File: src/inc/pio_defines.svh
// Purpose: offsets, reset values and fixed read values of the port block
// Assumes: apb byte addresses, one aligned 32-bit word per register
// Notes:   definitions only
`ifndef PIO_DEFINES_SVH
`define PIO_DEFINES_SVH

// ----------------------------------------------------------------
// register byte offsets
// ----------------------------------------------------------------
`define PIO_OFS_DATA_A  12'h000
`define PIO_OFS_DATA_B  12'h004
`define PIO_OFS_DATA_C  12'h008
`define PIO_OFS_DATA_D  12'h00C
`define PIO_OFS_DIR_A   12'h010
`define PIO_OFS_DIR_B   12'h014
`define PIO_OFS_DIR_C   12'h018

// ----------------------------------------------------------------
// field positions and values
// ----------------------------------------------------------------
`define PIO_BYTE_LSB    0
`define PIO_BYTE_MSB    7
`define PIO_DIR_RST     8'h00
`define PIO_DIR_RDVAL   8'hFF
`define PIO_WORD_ZERO   32'h00000000

`endif

File: src/inc/pio_pkg.sv
// Purpose: shared types of the parallel port block
// Assumes: included alongside pio_defines.svh
// Notes:   register select decoded from the apb address
package pio_pkg;

    // ------------------------------------------------------------
    // types
    // ------------------------------------------------------------
    // one port byte
    typedef logic [7:0] pio_byte_t;

    // decoded register target
    typedef enum logic [2:0]
    {
        PIO_SEL_DATA_A,
        PIO_SEL_DATA_B,
        PIO_SEL_DATA_C,
        PIO_SEL_DATA_D,
        PIO_SEL_DIR_A,
        PIO_SEL_DIR_B,
        PIO_SEL_DIR_C,
        PIO_SEL_NONE
    } pio_sel_t;

endpackage : pio_pkg

File: src/rtl/pio_port_block.sv
// Purpose: four 8-bit parallel ports, three bidirectional, one input only
// Assumes: apb3 slave, zero wait states, pins synchronous to pclk
// Notes:   output latches carry no reset, direction registers do
//
// Implementation choices: the placing of the registers and the APB interface to the registers.
`timescale 1ns/1ps
`include "pio_defines.svh"

// Operation
// four 8-bit ports, three per-bit configurable
// direction bit one output, zero input
// reset clears all direction registers
// reset leaves output latches untouched
// port write updates all eight latch bits
// output bit reads back its latch
// input bit reads the pin level
// direction registers read as all ones
// fourth port input only, always readable
// software loads latch before enabling outputs
// software beware read-modify-write on mixed ports
// input direction puts driver in high impedance
// registers update and pins sampled on clock
// output pins follow latch and direction
module pio_port_block
    import pio_pkg::*;
#(
    parameter int PORT_W = 8    // bits per port
)
(
    // clock and reset
    input  wire logic               pclk,
    input  wire logic               presetn,
    // apb slave
    input  wire logic               psel,
    input  wire logic               penable,
    input  wire logic               pwrite,
    input  wire logic [11:0]        paddr,
    input  wire logic [31:0]        pwdata,
    output logic      [31:0]        prdata,
    output logic                    pready,
    output logic                    pslverr,
    // first bidirectional port
    input  wire logic [PORT_W-1:0]  first_port_lines_in,
    output logic      [PORT_W-1:0]  first_port_lines_out,
    output logic      [PORT_W-1:0]  first_port_lines_oe,
    // second bidirectional port
    input  wire logic [PORT_W-1:0]  second_port_lines_in,
    output logic      [PORT_W-1:0]  second_port_lines_out,
    output logic      [PORT_W-1:0]  second_port_lines_oe,
    // third bidirectional port
    input  wire logic [PORT_W-1:0]  third_port_lines_in,
    output logic      [PORT_W-1:0]  third_port_lines_out,
    output logic      [PORT_W-1:0]  third_port_lines_oe,
    // input-only port
    input  wire logic [PORT_W-1:0]  input_only_port_lines
);

    // ------------------------------------------------------------
    // elaboration check
    // ------------------------------------------------------------
    // byte-wide registers only
    if (PORT_W != 8)
    begin : g_bad_width
        $error("pio_port_block: PORT_W must be 8");
    end

    // ------------------------------------------------------------
    // declarations
    // ------------------------------------------------------------
    localparam int NBIDIR = 3;          // bidirectional ports

    pio_byte_t  dir_reg  [NBIDIR];      // direction, one = output
    pio_byte_t  dir_next [NBIDIR];      // next direction
    pio_byte_t  out_reg  [NBIDIR];      // output data latches
    pio_byte_t  out_next [NBIDIR];      // next latch value
    pio_byte_t  pin_in   [NBIDIR];      // pin levels per port
    pio_byte_t  rd_mix   [NBIDIR];      // per-bit read view
    logic [31:0] prdata_reg;            // read data register
    logic [31:0] prdata_next;           // next read data
    logic        pslverr_reg;           // error register
    logic        pslverr_next;          // next error
    pio_sel_t    sel;                   // decoded target
    logic        wr_en;                 // write access phase
    logic        rd_setup;              // read setup phase

    // ------------------------------------------------------------
    // apb decode
    // ------------------------------------------------------------
    // writes take effect in the access phase, no wait states
    assign wr_en    = psel & penable & pwrite;
    // reads capture in the setup cycle so data is a flop
    assign rd_setup = psel & ~penable & ~pwrite;
    assign pready   = 1'b1;

    // address to register target
    always_comb
    begin
        case (paddr)
            `PIO_OFS_DATA_A: sel = PIO_SEL_DATA_A;
            `PIO_OFS_DATA_B: sel = PIO_SEL_DATA_B;
            `PIO_OFS_DATA_C: sel = PIO_SEL_DATA_C;
            `PIO_OFS_DATA_D: sel = PIO_SEL_DATA_D;
            `PIO_OFS_DIR_A:  sel = PIO_SEL_DIR_A;
            `PIO_OFS_DIR_B:  sel = PIO_SEL_DIR_B;
            `PIO_OFS_DIR_C:  sel = PIO_SEL_DIR_C;
            default:         sel = PIO_SEL_NONE;
        endcase
    end

    // gather pins so the port loop can index them
    assign pin_in[0] = first_port_lines_in;
    assign pin_in[1] = second_port_lines_in;
    assign pin_in[2] = third_port_lines_in;

    // ------------------------------------------------------------
    // bidirectional port slices
    // ------------------------------------------------------------
    for (genvar p = 0; p < NBIDIR; p++)
    begin : g_port
        // next direction and latch for this port
        always_comb
        begin
            dir_next[p] = dir_reg[p];
            out_next[p] = out_reg[p];
            // whole byte loads regardless of direction
            if (wr_en && sel == pio_sel_t'(PIO_SEL_DATA_A + p))
            begin
                out_next[p] = pwdata[`PIO_BYTE_MSB:`PIO_BYTE_LSB];
            end
            if (wr_en && sel == pio_sel_t'(PIO_SEL_DIR_A + p))
            begin
                dir_next[p] = pwdata[`PIO_BYTE_MSB:`PIO_BYTE_LSB];
            end
        end

        // direction register, cleared by reset
        always_ff @(posedge pclk or negedge presetn)
        begin
            if (!presetn)
            begin
                dir_reg[p] <= `PIO_DIR_RST;
            end
            else
            begin
                dir_reg[p] <= dir_next[p];
            end
        end

        // output latch, reset leaves it alone
        always_ff @(posedge pclk)
        begin
            out_reg[p] <= out_next[p];
        end

        // output bits show latch, input bits show pin
        assign rd_mix[p] = (out_reg[p] & dir_reg[p])
                         | (pin_in[p] & ~dir_reg[p]);
    end

    // ------------------------------------------------------------
    // pin drivers
    // ------------------------------------------------------------
    // latch drives continuously, enable follows direction
    assign first_port_lines_out  = out_reg[0];
    assign second_port_lines_out = out_reg[1];
    assign third_port_lines_out  = out_reg[2];
    // enable low releases the pin to high impedance
    assign first_port_lines_oe   = dir_reg[0];
    assign second_port_lines_oe  = dir_reg[1];
    assign third_port_lines_oe   = dir_reg[2];

    // ------------------------------------------------------------
    // read data and error
    // ------------------------------------------------------------
    // value captured at the setup edge, held for the access phase
    always_comb
    begin
        prdata_next  = prdata_reg;
        pslverr_next = pslverr_reg;
        if (psel && !penable)
        begin
            prdata_next  = `PIO_WORD_ZERO;
            pslverr_next = (sel == PIO_SEL_NONE);
            if (rd_setup)
            begin
                unique case (sel)
                    PIO_SEL_DATA_A: prdata_next[7:0] = rd_mix[0];
                    PIO_SEL_DATA_B: prdata_next[7:0] = rd_mix[1];
                    PIO_SEL_DATA_C: prdata_next[7:0] = rd_mix[2];
                    // fixed inputs, no direction
                    PIO_SEL_DATA_D: prdata_next[7:0] =
                                        input_only_port_lines;
                    // direction registers are write-only
                    PIO_SEL_DIR_A,
                    PIO_SEL_DIR_B,
                    PIO_SEL_DIR_C:  prdata_next[7:0] =
                                        `PIO_DIR_RDVAL;
                    PIO_SEL_NONE:   prdata_next[7:0] = 8'h00;
                endcase
            end
        end
    end

    // read data and error registers
    always_ff @(posedge pclk or negedge presetn)
    begin
        if (!presetn)
        begin
            prdata_reg  <= `PIO_WORD_ZERO;
            pslverr_reg <= 1'b0;
        end
        else
        begin
            prdata_reg  <= prdata_next;
            pslverr_reg <= pslverr_next;
        end
    end

    assign prdata  = prdata_reg;
    // error only shown in the access phase
    assign pslverr = pslverr_reg & psel & penable;

    // ------------------------------------------------------------
    // assertions
    // ------------------------------------------------------------
    // direction cleared right after reset
    dir_reset_zero_a: assert property (
        @(posedge pclk) $rose(presetn) |->
            (first_port_lines_oe == 8'h00)
            && (second_port_lines_oe == 8'h00)
            && (third_port_lines_oe == 8'h00))
        else $error("direction not cleared by reset");

    // direction write reaches the enables next cycle
    dir_write_oe_a: assert property (
        @(posedge pclk) disable iff (!presetn)
        (wr_en && paddr == `PIO_OFS_DIR_A) |=>
            first_port_lines_oe == $past(pwdata[7:0]))
        else $error("direction write not applied");

    // latch write lands whatever the direction
    latch_write_all_a: assert property (
        @(posedge pclk) disable iff (!presetn)
        (wr_en && paddr == `PIO_OFS_DATA_B) |=>
            second_port_lines_out == $past(pwdata[7:0]))
        else $error("latch write lost bits");

    // driven pin follows its latch in the cycle after the write
    pin_follows_latch_a: assert property (
        @(posedge pclk) disable iff (!presetn)
        (wr_en && paddr == `PIO_OFS_DATA_C) |=>
            (third_port_lines_out & third_port_lines_oe)
            == ($past(pwdata[7:0]) & third_port_lines_oe))
        else $error("driven pin not updated");

    // readback mixes latch and pin per direction
    mixed_read_a: assert property (
        @(posedge pclk) disable iff (!presetn)
        (rd_setup && paddr == `PIO_OFS_DATA_A) ##1 (psel && penable)
        |-> prdata[7:0] == $past((out_reg[0] & dir_reg[0])
                               | (first_port_lines_in & ~dir_reg[0])))
        else $error("port read mix wrong");

    // direction registers read as ones
    dir_read_ones_a: assert property (
        @(posedge pclk) disable iff (!presetn)
        (rd_setup && (paddr == `PIO_OFS_DIR_A
                   || paddr == `PIO_OFS_DIR_B
                   || paddr == `PIO_OFS_DIR_C)) |=>
            prdata == 32'h000000FF)
        else $error("direction read not all ones");

    // input-only port reads the pins
    input_port_read_a: assert property (
        @(posedge pclk) disable iff (!presetn)
        (rd_setup && paddr == `PIO_OFS_DATA_D) |=>
            prdata[7:0] == $past(input_only_port_lines))
        else $error("input port read wrong");

    // released pins stay released until a direction write
    hiz_hold_a: assert property (
        @(posedge pclk) disable iff (!presetn)
        (second_port_lines_oe == 8'h00)
        && !(wr_en && paddr == `PIO_OFS_DIR_B) |=>
            second_port_lines_oe == 8'h00)
        else $error("driver enabled without direction write");

    // seven mapped registers answer without error
    mapped_no_err_a: assert property (
        @(posedge pclk) disable iff (!presetn)
        (psel && !penable && paddr <= `PIO_OFS_DIR_C
              && paddr[1:0] == 2'b00) |=>
            (pready && !pslverr))
        else $error("mapped register refused");

    // direction held unless its own register is written
    dir_hold_a: assert property (
        @(posedge pclk) disable iff (!presetn)
        !(wr_en && paddr == `PIO_OFS_DIR_A) |=>
            $stable(first_port_lines_oe))
        else $error("direction changed without write");

    // unmapped places answer with an error
    unmapped_err_a: assert property (
        @(posedge pclk) disable iff (!presetn)
        (psel && !penable && sel == PIO_SEL_NONE)
        ##1 (psel && penable) |-> pslverr)
        else $error("unmapped access not refused");

endmodule : pio_port_block

File: config.mk
export PLATFORM = sky130hd
export DESIGN_NAME = pio_port_block
export DESIGN_NICKNAME = d
export VERILOG_FILES = /design/src/inc/pio_pkg.sv /design/src/rtl/pio_port_block.sv
export VERILOG_INCLUDE_DIRS = /design/src /design/src/inc
export SDC_FILE = /design/constraint.sdc
export NUM_CORES = 1
export LEC_CHECK = 0
export BUFFER_PORTS_ARGS = -buffer_cell sky130_fd_sc_hd__buf_2
export CAP_MARGIN = 20
export CORE_UTILIZATION = 40
export CTS_BUF_LIST = sky130_fd_sc_hd__clkbuf_2
export DETAILED_ROUTE_END_ITERATION = 16
export GPL_ROUTABILITY_DRIVEN = 0
export HOLD_SLACK_MARGIN = 0.15
export PLACE_DENSITY_LB_ADDON = 0.3
export SLEW_MARGIN = 15
export SYNTH_ARGS = -nofsm -noshare
export SYNTH_HDL_FRONTEND = slang
export SYNTH_SLANG_ARGS = --single-unit
File: constraint.sdc
create_clock -name pclk -period 2 [get_ports pclk]
set_input_delay 0.3 -clock pclk [delete_from_list [all_inputs] [get_ports pclk]]
set_output_delay 0.3 -clock pclk [all_outputs]
set_load 0.01 [all_outputs]
==> impl_metrics.yaml, run 1 <==
run:
  max_cap_violations: 0
die:
  ios: 163
  die_h_um: 85.84
  fp.dieW_um: 85.84
  rows: 30
  start_util_pct: 41.38
  die_area_sq_um: 7368
  core-area_sq_um: 6794
timing:
  hold_viol_final: 0
  setup_viol: 0
  slew_headroom_pct: 41.25
  final_max_slew_viol_count: 0
  fin_crit_sh_pct: 79.87
  worst_hold_slack_ns: 0.2671
  finalSetupTns_ns: 0
  clock.fmax_ghz: 0.6260
  finalCriticalPeriod_ns: 1.597
  worstMarginPinSlew_ns: 0.8794
  rsz0062_at_grt: "false"
  fin_skew_ns: 0.01388
synthesis:
  ys_seq_area_share_pct: 55.01
  syn_area_per_cell_sq_um: 12.96
  ys_warn_count: 0
  synth.distinct_cells: 30
  syn-cell-area_sq_um: 2811
  synth.ff_latch_count: 57
  synthCells: 217
finish:
  largest_reg_flops: 24
  nets: 432
  area_growth_pct: 29.82
  regArea_sq_um: 1546
  nFillCells: 611
  final_cell_mix: "buf_2 (113), dfrtp_1 (33), conb_1 (25)"
  final_common_cell: "buf_2"
  multi_input_area_sq_um: 1124
  n_antenna_cell: 0
  drive_gt1_share_pct: 50.28
clock_tree:
  insertion_delay_ns: 0.46
  cts_tree: "built"
  clk_pin_slew_worst_paths_ns: 0.16
  cts_hold_buffers: 9
  numCtsBuffers: 9
  cts-root-buf: "clkbuf_2"
  cts_sinks: 57
  ctsResizeCount: 0
  post_cts_buffers: 0
  h-tree-depth: 3
  clock_path_buffers: 2
detailed_routing:
  ant_nets: 0
  vias: 2167
  wl_per_cell_um: 15.91
  wirelength_um: 7193
  viasPerCell: 4.794
  drt_iter0_markers: 127
  drcViolationCount: 0
  firstDrtPassIters: 4
global_route:
  grt_pass1_wl_um: 10830
  antenna_found_initial: 0
  grt_start_max_net_pins: 34
  grt_pass1_vias: 2106
  grt_usage_pct: 20.23
  overflow: 0
run_status:
  status: "finished clean"
min_path:
  hp-class: "in2reg"
critical_path:
  critPathLaunchType: "input pin"
  cp.arrival_ns: 1.78
  worst_ep_required_time_ns: 2.18
  cp_max_fo: 4
  crit_type: "in2reg"
  end_kind: "flop"
place:
  port_buffers: 113
  dp_hpwl_um: 5053
power_and_ir_drop:
  leakagePower_nw: 1.788
  power.density_nw_per_um2: 585.4
  ir_drop_uv: 369.1
## Yosys cell counts
library cell,count,area (sq um)
or3_1,2,12.51
buf_2,1,5.000
a31oi_1,1,6.260
or4_4,1,11.26
clkbuf_1,8,30.03
dfrtp_1,33,825.8
nand3_4,1,17.52
conb_1,2,7.510
o31ai_1,8,60.06
mux2i_1,16,160.2
nor3_1,3,15.01
or3_2,1,7.510
nor2_1,11,41.29
or4_1,1,7.510
inv_1,1,3.750
and3_1,1,6.260
nand2_1,11,41.29
a22oi_1,8,60.06
edfxtp_1,24,720.7
buf_6,1,11.26
mux2_2,24,270.3
nand2b_1,1,6.260
nor2b_1,10,62.56
mux2_4,8,120.1
o21ai_0,1,5.000
nand4_1,1,6.260
buf_4,25,187.7
o22ai_1,8,50.05
nor4_4,2,42.54
nand3_1,2,10.01
## where the power goes
group,internal [mW],switching (mW),total [mW]
clock,0.288,0.412,0.700
combinational,0.0886,0.123,0.212
sequential,1.22,0.00183,1.22
total,1.60,0.537,2.14
## kinds of logic after synthesis
family	after synthesis	share of synthesized area [%]
compound gates	26	6.453
mux	48	19.58
simple gates	48	10.24
other cells	2	0.2671
flops	57	55.01
buf+inv	36	8.455
## worst max-delay path: stages
cell	delay [ns]
buf_2	0.12
nor4_4	0.36
nand3_4	0.12
or3_2	0.52
nor3_2	0.18
buf_4	0.18
## per-layer routing
layer  track usage (%)  vias to the layer above  wire length (um)
li1                  -                     1008                 -
met1             27.64                     1048              3112
met2             30.84                      109              3490
met3             6.064                        2               566
met4             6.818                        0                23
met5                 0                        -                 0
## final cells by class
| type | instances | area share (%) |
|---|---|---|
| inverters | 1 | 0.1028 |
| clock inverters | 5 | 1.303 |
| repair buffers | 135 | 20.64 |
| clock buffers | 11 | 1.508 |
| flip-flops and latches | 57 | 42.37 |
| well taps | 96 | 3.291 |
| multi-input cells | 147 | 30.79 |
## final timing paths
check                                    startpoint                      to  cells after the start  slack [ns]
hold / removal             input_only_port_lines[4]               prdata[4]                      4        0.27
setup reg to reg            second_port_lines_oe[2]               prdata[2]                      4        0.86
min in group asynchronous                   presetn  first_port_lines_oe[4]                      2        0.44
setup / recovery                           paddr[9]           out_reg[0][0]                      6        0.40
hold reg to reg                           prdata[6]               prdata[6]                      2        0.49
max in group asynchronous                   presetn               prdata[2]                      2        1.04
## metrics by stage
step                      worst slack (ns)  cells  instance area (sq um)  utilization, %  power (mW)
after floorplan                    -0.2339    240                   2898               -       1.379
after global placement            -0.04768    427                   3457           50.88       1.445
after detailed placement          -0.06667    427                   3457           50.88       1.447
after CTS                           0.4259    452                   3650           53.72       2.156
after global routing                0.4205    452                   3650           53.72       2.231
final                               0.4026    452                   3650           53.72       2.137
No activity file was read; power rests on OpenSTA's default activity.
==> run 2, diff against run 1 <==
clock period = 1.36 ns   (was 2 ns; I/O delays follow)
==> impl_metrics.yaml, run 2 (same netlist as run 1, synthesis figures left out) <==
timing:
  setup_ws_ns: -0.02569
  fin_crit_sh_pct: 101.9
  slew_headroom_pct: 37.72
  setup_viol: 8
  finalCriticalPeriod_ns: 1.386
  rsz0062_at_grt: "true"
  worstMarginPinSlew_ns: 0.9323
  clock.fmax_ghz: 0.7217
  finalSetupTns_ns: -0.07564
  final_max_slew_viol_count: 0
  hold_viol_final: 0
  fin_skew_ns: 0.01837
critical_path:
  endpoint: "third_port_lines_oe[3]"
  reg2reg_slack_ns: 0.11
  r2r_end: "prdata[0]"
  critPathLaunchType: "input pin"
  cp_cell_sequence: "buf_2 > nor4_4 > nand3_4 > or4_4 > mux2_4"
  r2r_start: "third_port_lines_oe[0]"
  setup.worst_path.start: "paddr[9]"
  crit_type: "in2reg"
  crit_slowest_cell: "or4_4"
  cp_max_fo: 8
  end_kind: "flop"
  cp.arrival_ns: 1.75
  worst_ep_required_time_ns: 1.72
  reg2reg_depth: 5
  max_stage_delay_ns: 0.62
power_and_ir_drop:
  leakagePower_nw: 1.988
  ir_drop_uv: 464.3
  power.density_nw_per_um2: 791.5
  p_total_mw: 3.198
finish:
  final_cell_mix: "buf_2 (113), buf_4 (41), dfrtp_1 (33)"
  final_util_pct: 59.47
  nFillCells: 576
  nets: 472
  area_growth_pct: 43.70
  drive_gt1_share_pct: 52.53
  final_common_cell: "buf_2"
  n_antenna_cell: 0
  fin_area_sq_um: 4040
  largest_reg_flops: 24
clock_tree:
  cts-root-buf: "clkbuf_2"
  clock_path_buffers: 2
  cts_sinks: 57
  insertion_delay_ns: 0.48
  h-tree-depth: 3
  clk_pin_slew_worst_paths_ns: 0.15
  cts_tree: "built"
  numCtsBuffers: 9
global_route:
  overflow: 0
  grtUsageMet1_pct: 27.37
  grt_start_max_net_pins: 34
  use_met3_pct: 7.026
  grt_usage_pct: 21.98
  grt_pass1_vias: 2243
  antenna_found_initial: 0
  grt_use_met2_pct: 35.13
  grt_pass1_wl_um: 11530
  busiest_layer: "met2"
detailed_routing:
  wirelength_um: 7688
  ant_nets: 0
  firstDrtPassIters: 4
  vias: 2312
  drt_iter0_markers: 77
  wl_per_cell_um: 15.63
  viasPerCell: 4.699
  drcViolationCount: 0
run_status:
  status: "complete, but fails checks"
  violations: "negative setup slack"
die:
  ios: 163
  start_util_pct: 41.38
  die_area_sq_um: 7368
  rows: 30
  fp.dieW_um: 85.84
  die_h_um: 85.84
  core-area_sq_um: 6794
min_path:
  min_delay_path_depth: 5
  hp-class: "in2reg"
  hp-start: "third_port_lines_in[6]"
place:
  dp_hpwl_um: 5480
  port_buffers: 113
  post_dp_cell_area_sq_um: 3621
run:
  max_cap_violations: 0
[run 2: cell count changes in the layout (fill, tap and decap cells not counted), sizes merged]
cell,previous run,this run
clkbuf,11,9
dlygate4sd3,9,20
buf,126,155
clkinvlp,0,2
[run 2: routing by layer]
layer / routed length (um) / up-vias / part of all wire (%)
li1: - / 1094 / -
met1: 3233 / 1085 / 42
met2: 3720 / 120 / 48
met3: 596 / 13 / 7.8
met4: 138 / 0 / 1.8
met5: 0 / - / 0
[run 2: critical path, delay by kind of cell]
kind	cells	cell delay, ns
and+or+nand+nor	3	1.10
buffers and inverters	1	0.11
muxes	1	0.33
[run 2: worst min-delay path by stage]
stage | to | slack (ns)
after CTS | prdata[2] | 0.15
after global routing | prdata[0] | 0.15
final | prdata[6] | 0.20
after detailed placement | second_port_lines_oe[7] | 0.27
after floorplan | first_port_lines_oe[0] | -0.09
after global placement | second_port_lines_oe[7] | 0.26
[run 2: final cells by class]
| cell class | instances | area, sq um | area share [%] |
|---|---|---|---|
| flip-flops and latches | 57 | 1546 | 38.28 |
| multi-input cells | 147 | 1170 | 28.96 |
| repair buffers | 175 | 1094 | 27.07 |
| well taps | 96 | 120.1 | 2.973 |
| clock inverters | 7 | 61.31 | 1.517 |
| clock buffers | 9 | 45.04 | 1.115 |
| inverters | 1 | 3.754 | 0.09291 |
[run 2: report_power, final]
| group | internal, mW | switching, mW | total, mW |
|---|---|---|---|
| sequential | 1.80 | 0.00245 | 1.80 |
| clock | 0.402 | 0.628 | 1.03 |
| combinational | 0.170 | 0.197 | 0.367 |
| total | 2.37 | 0.827 | 3.20 |
[run 2: through the flow]
| step | worst slack, ns | cells | hold slack, ns |
|---|---|---|---|
| floorplan | -0.3482 | 240 | -0.09159 |
| global placement | -0.4851 | 441 | 0.2648 |
| detailed placement | -0.5211 | 441 | 0.2670 |
| CTS | -0.05309 | 476 | 0.1504 |
| global route | -0.1126 | 492 | 0.1542 |
| finish | -0.02569 | 492 | 0.2036 |
[run 2: timing repair]
action,in CTS,in global routing
gates resized for setup,0,0
hold endpoints to repair,89,1
hold buffers,19,1
setup endpoints to repair,1,30
buffers inserted,0,15
pin swaps,1,0
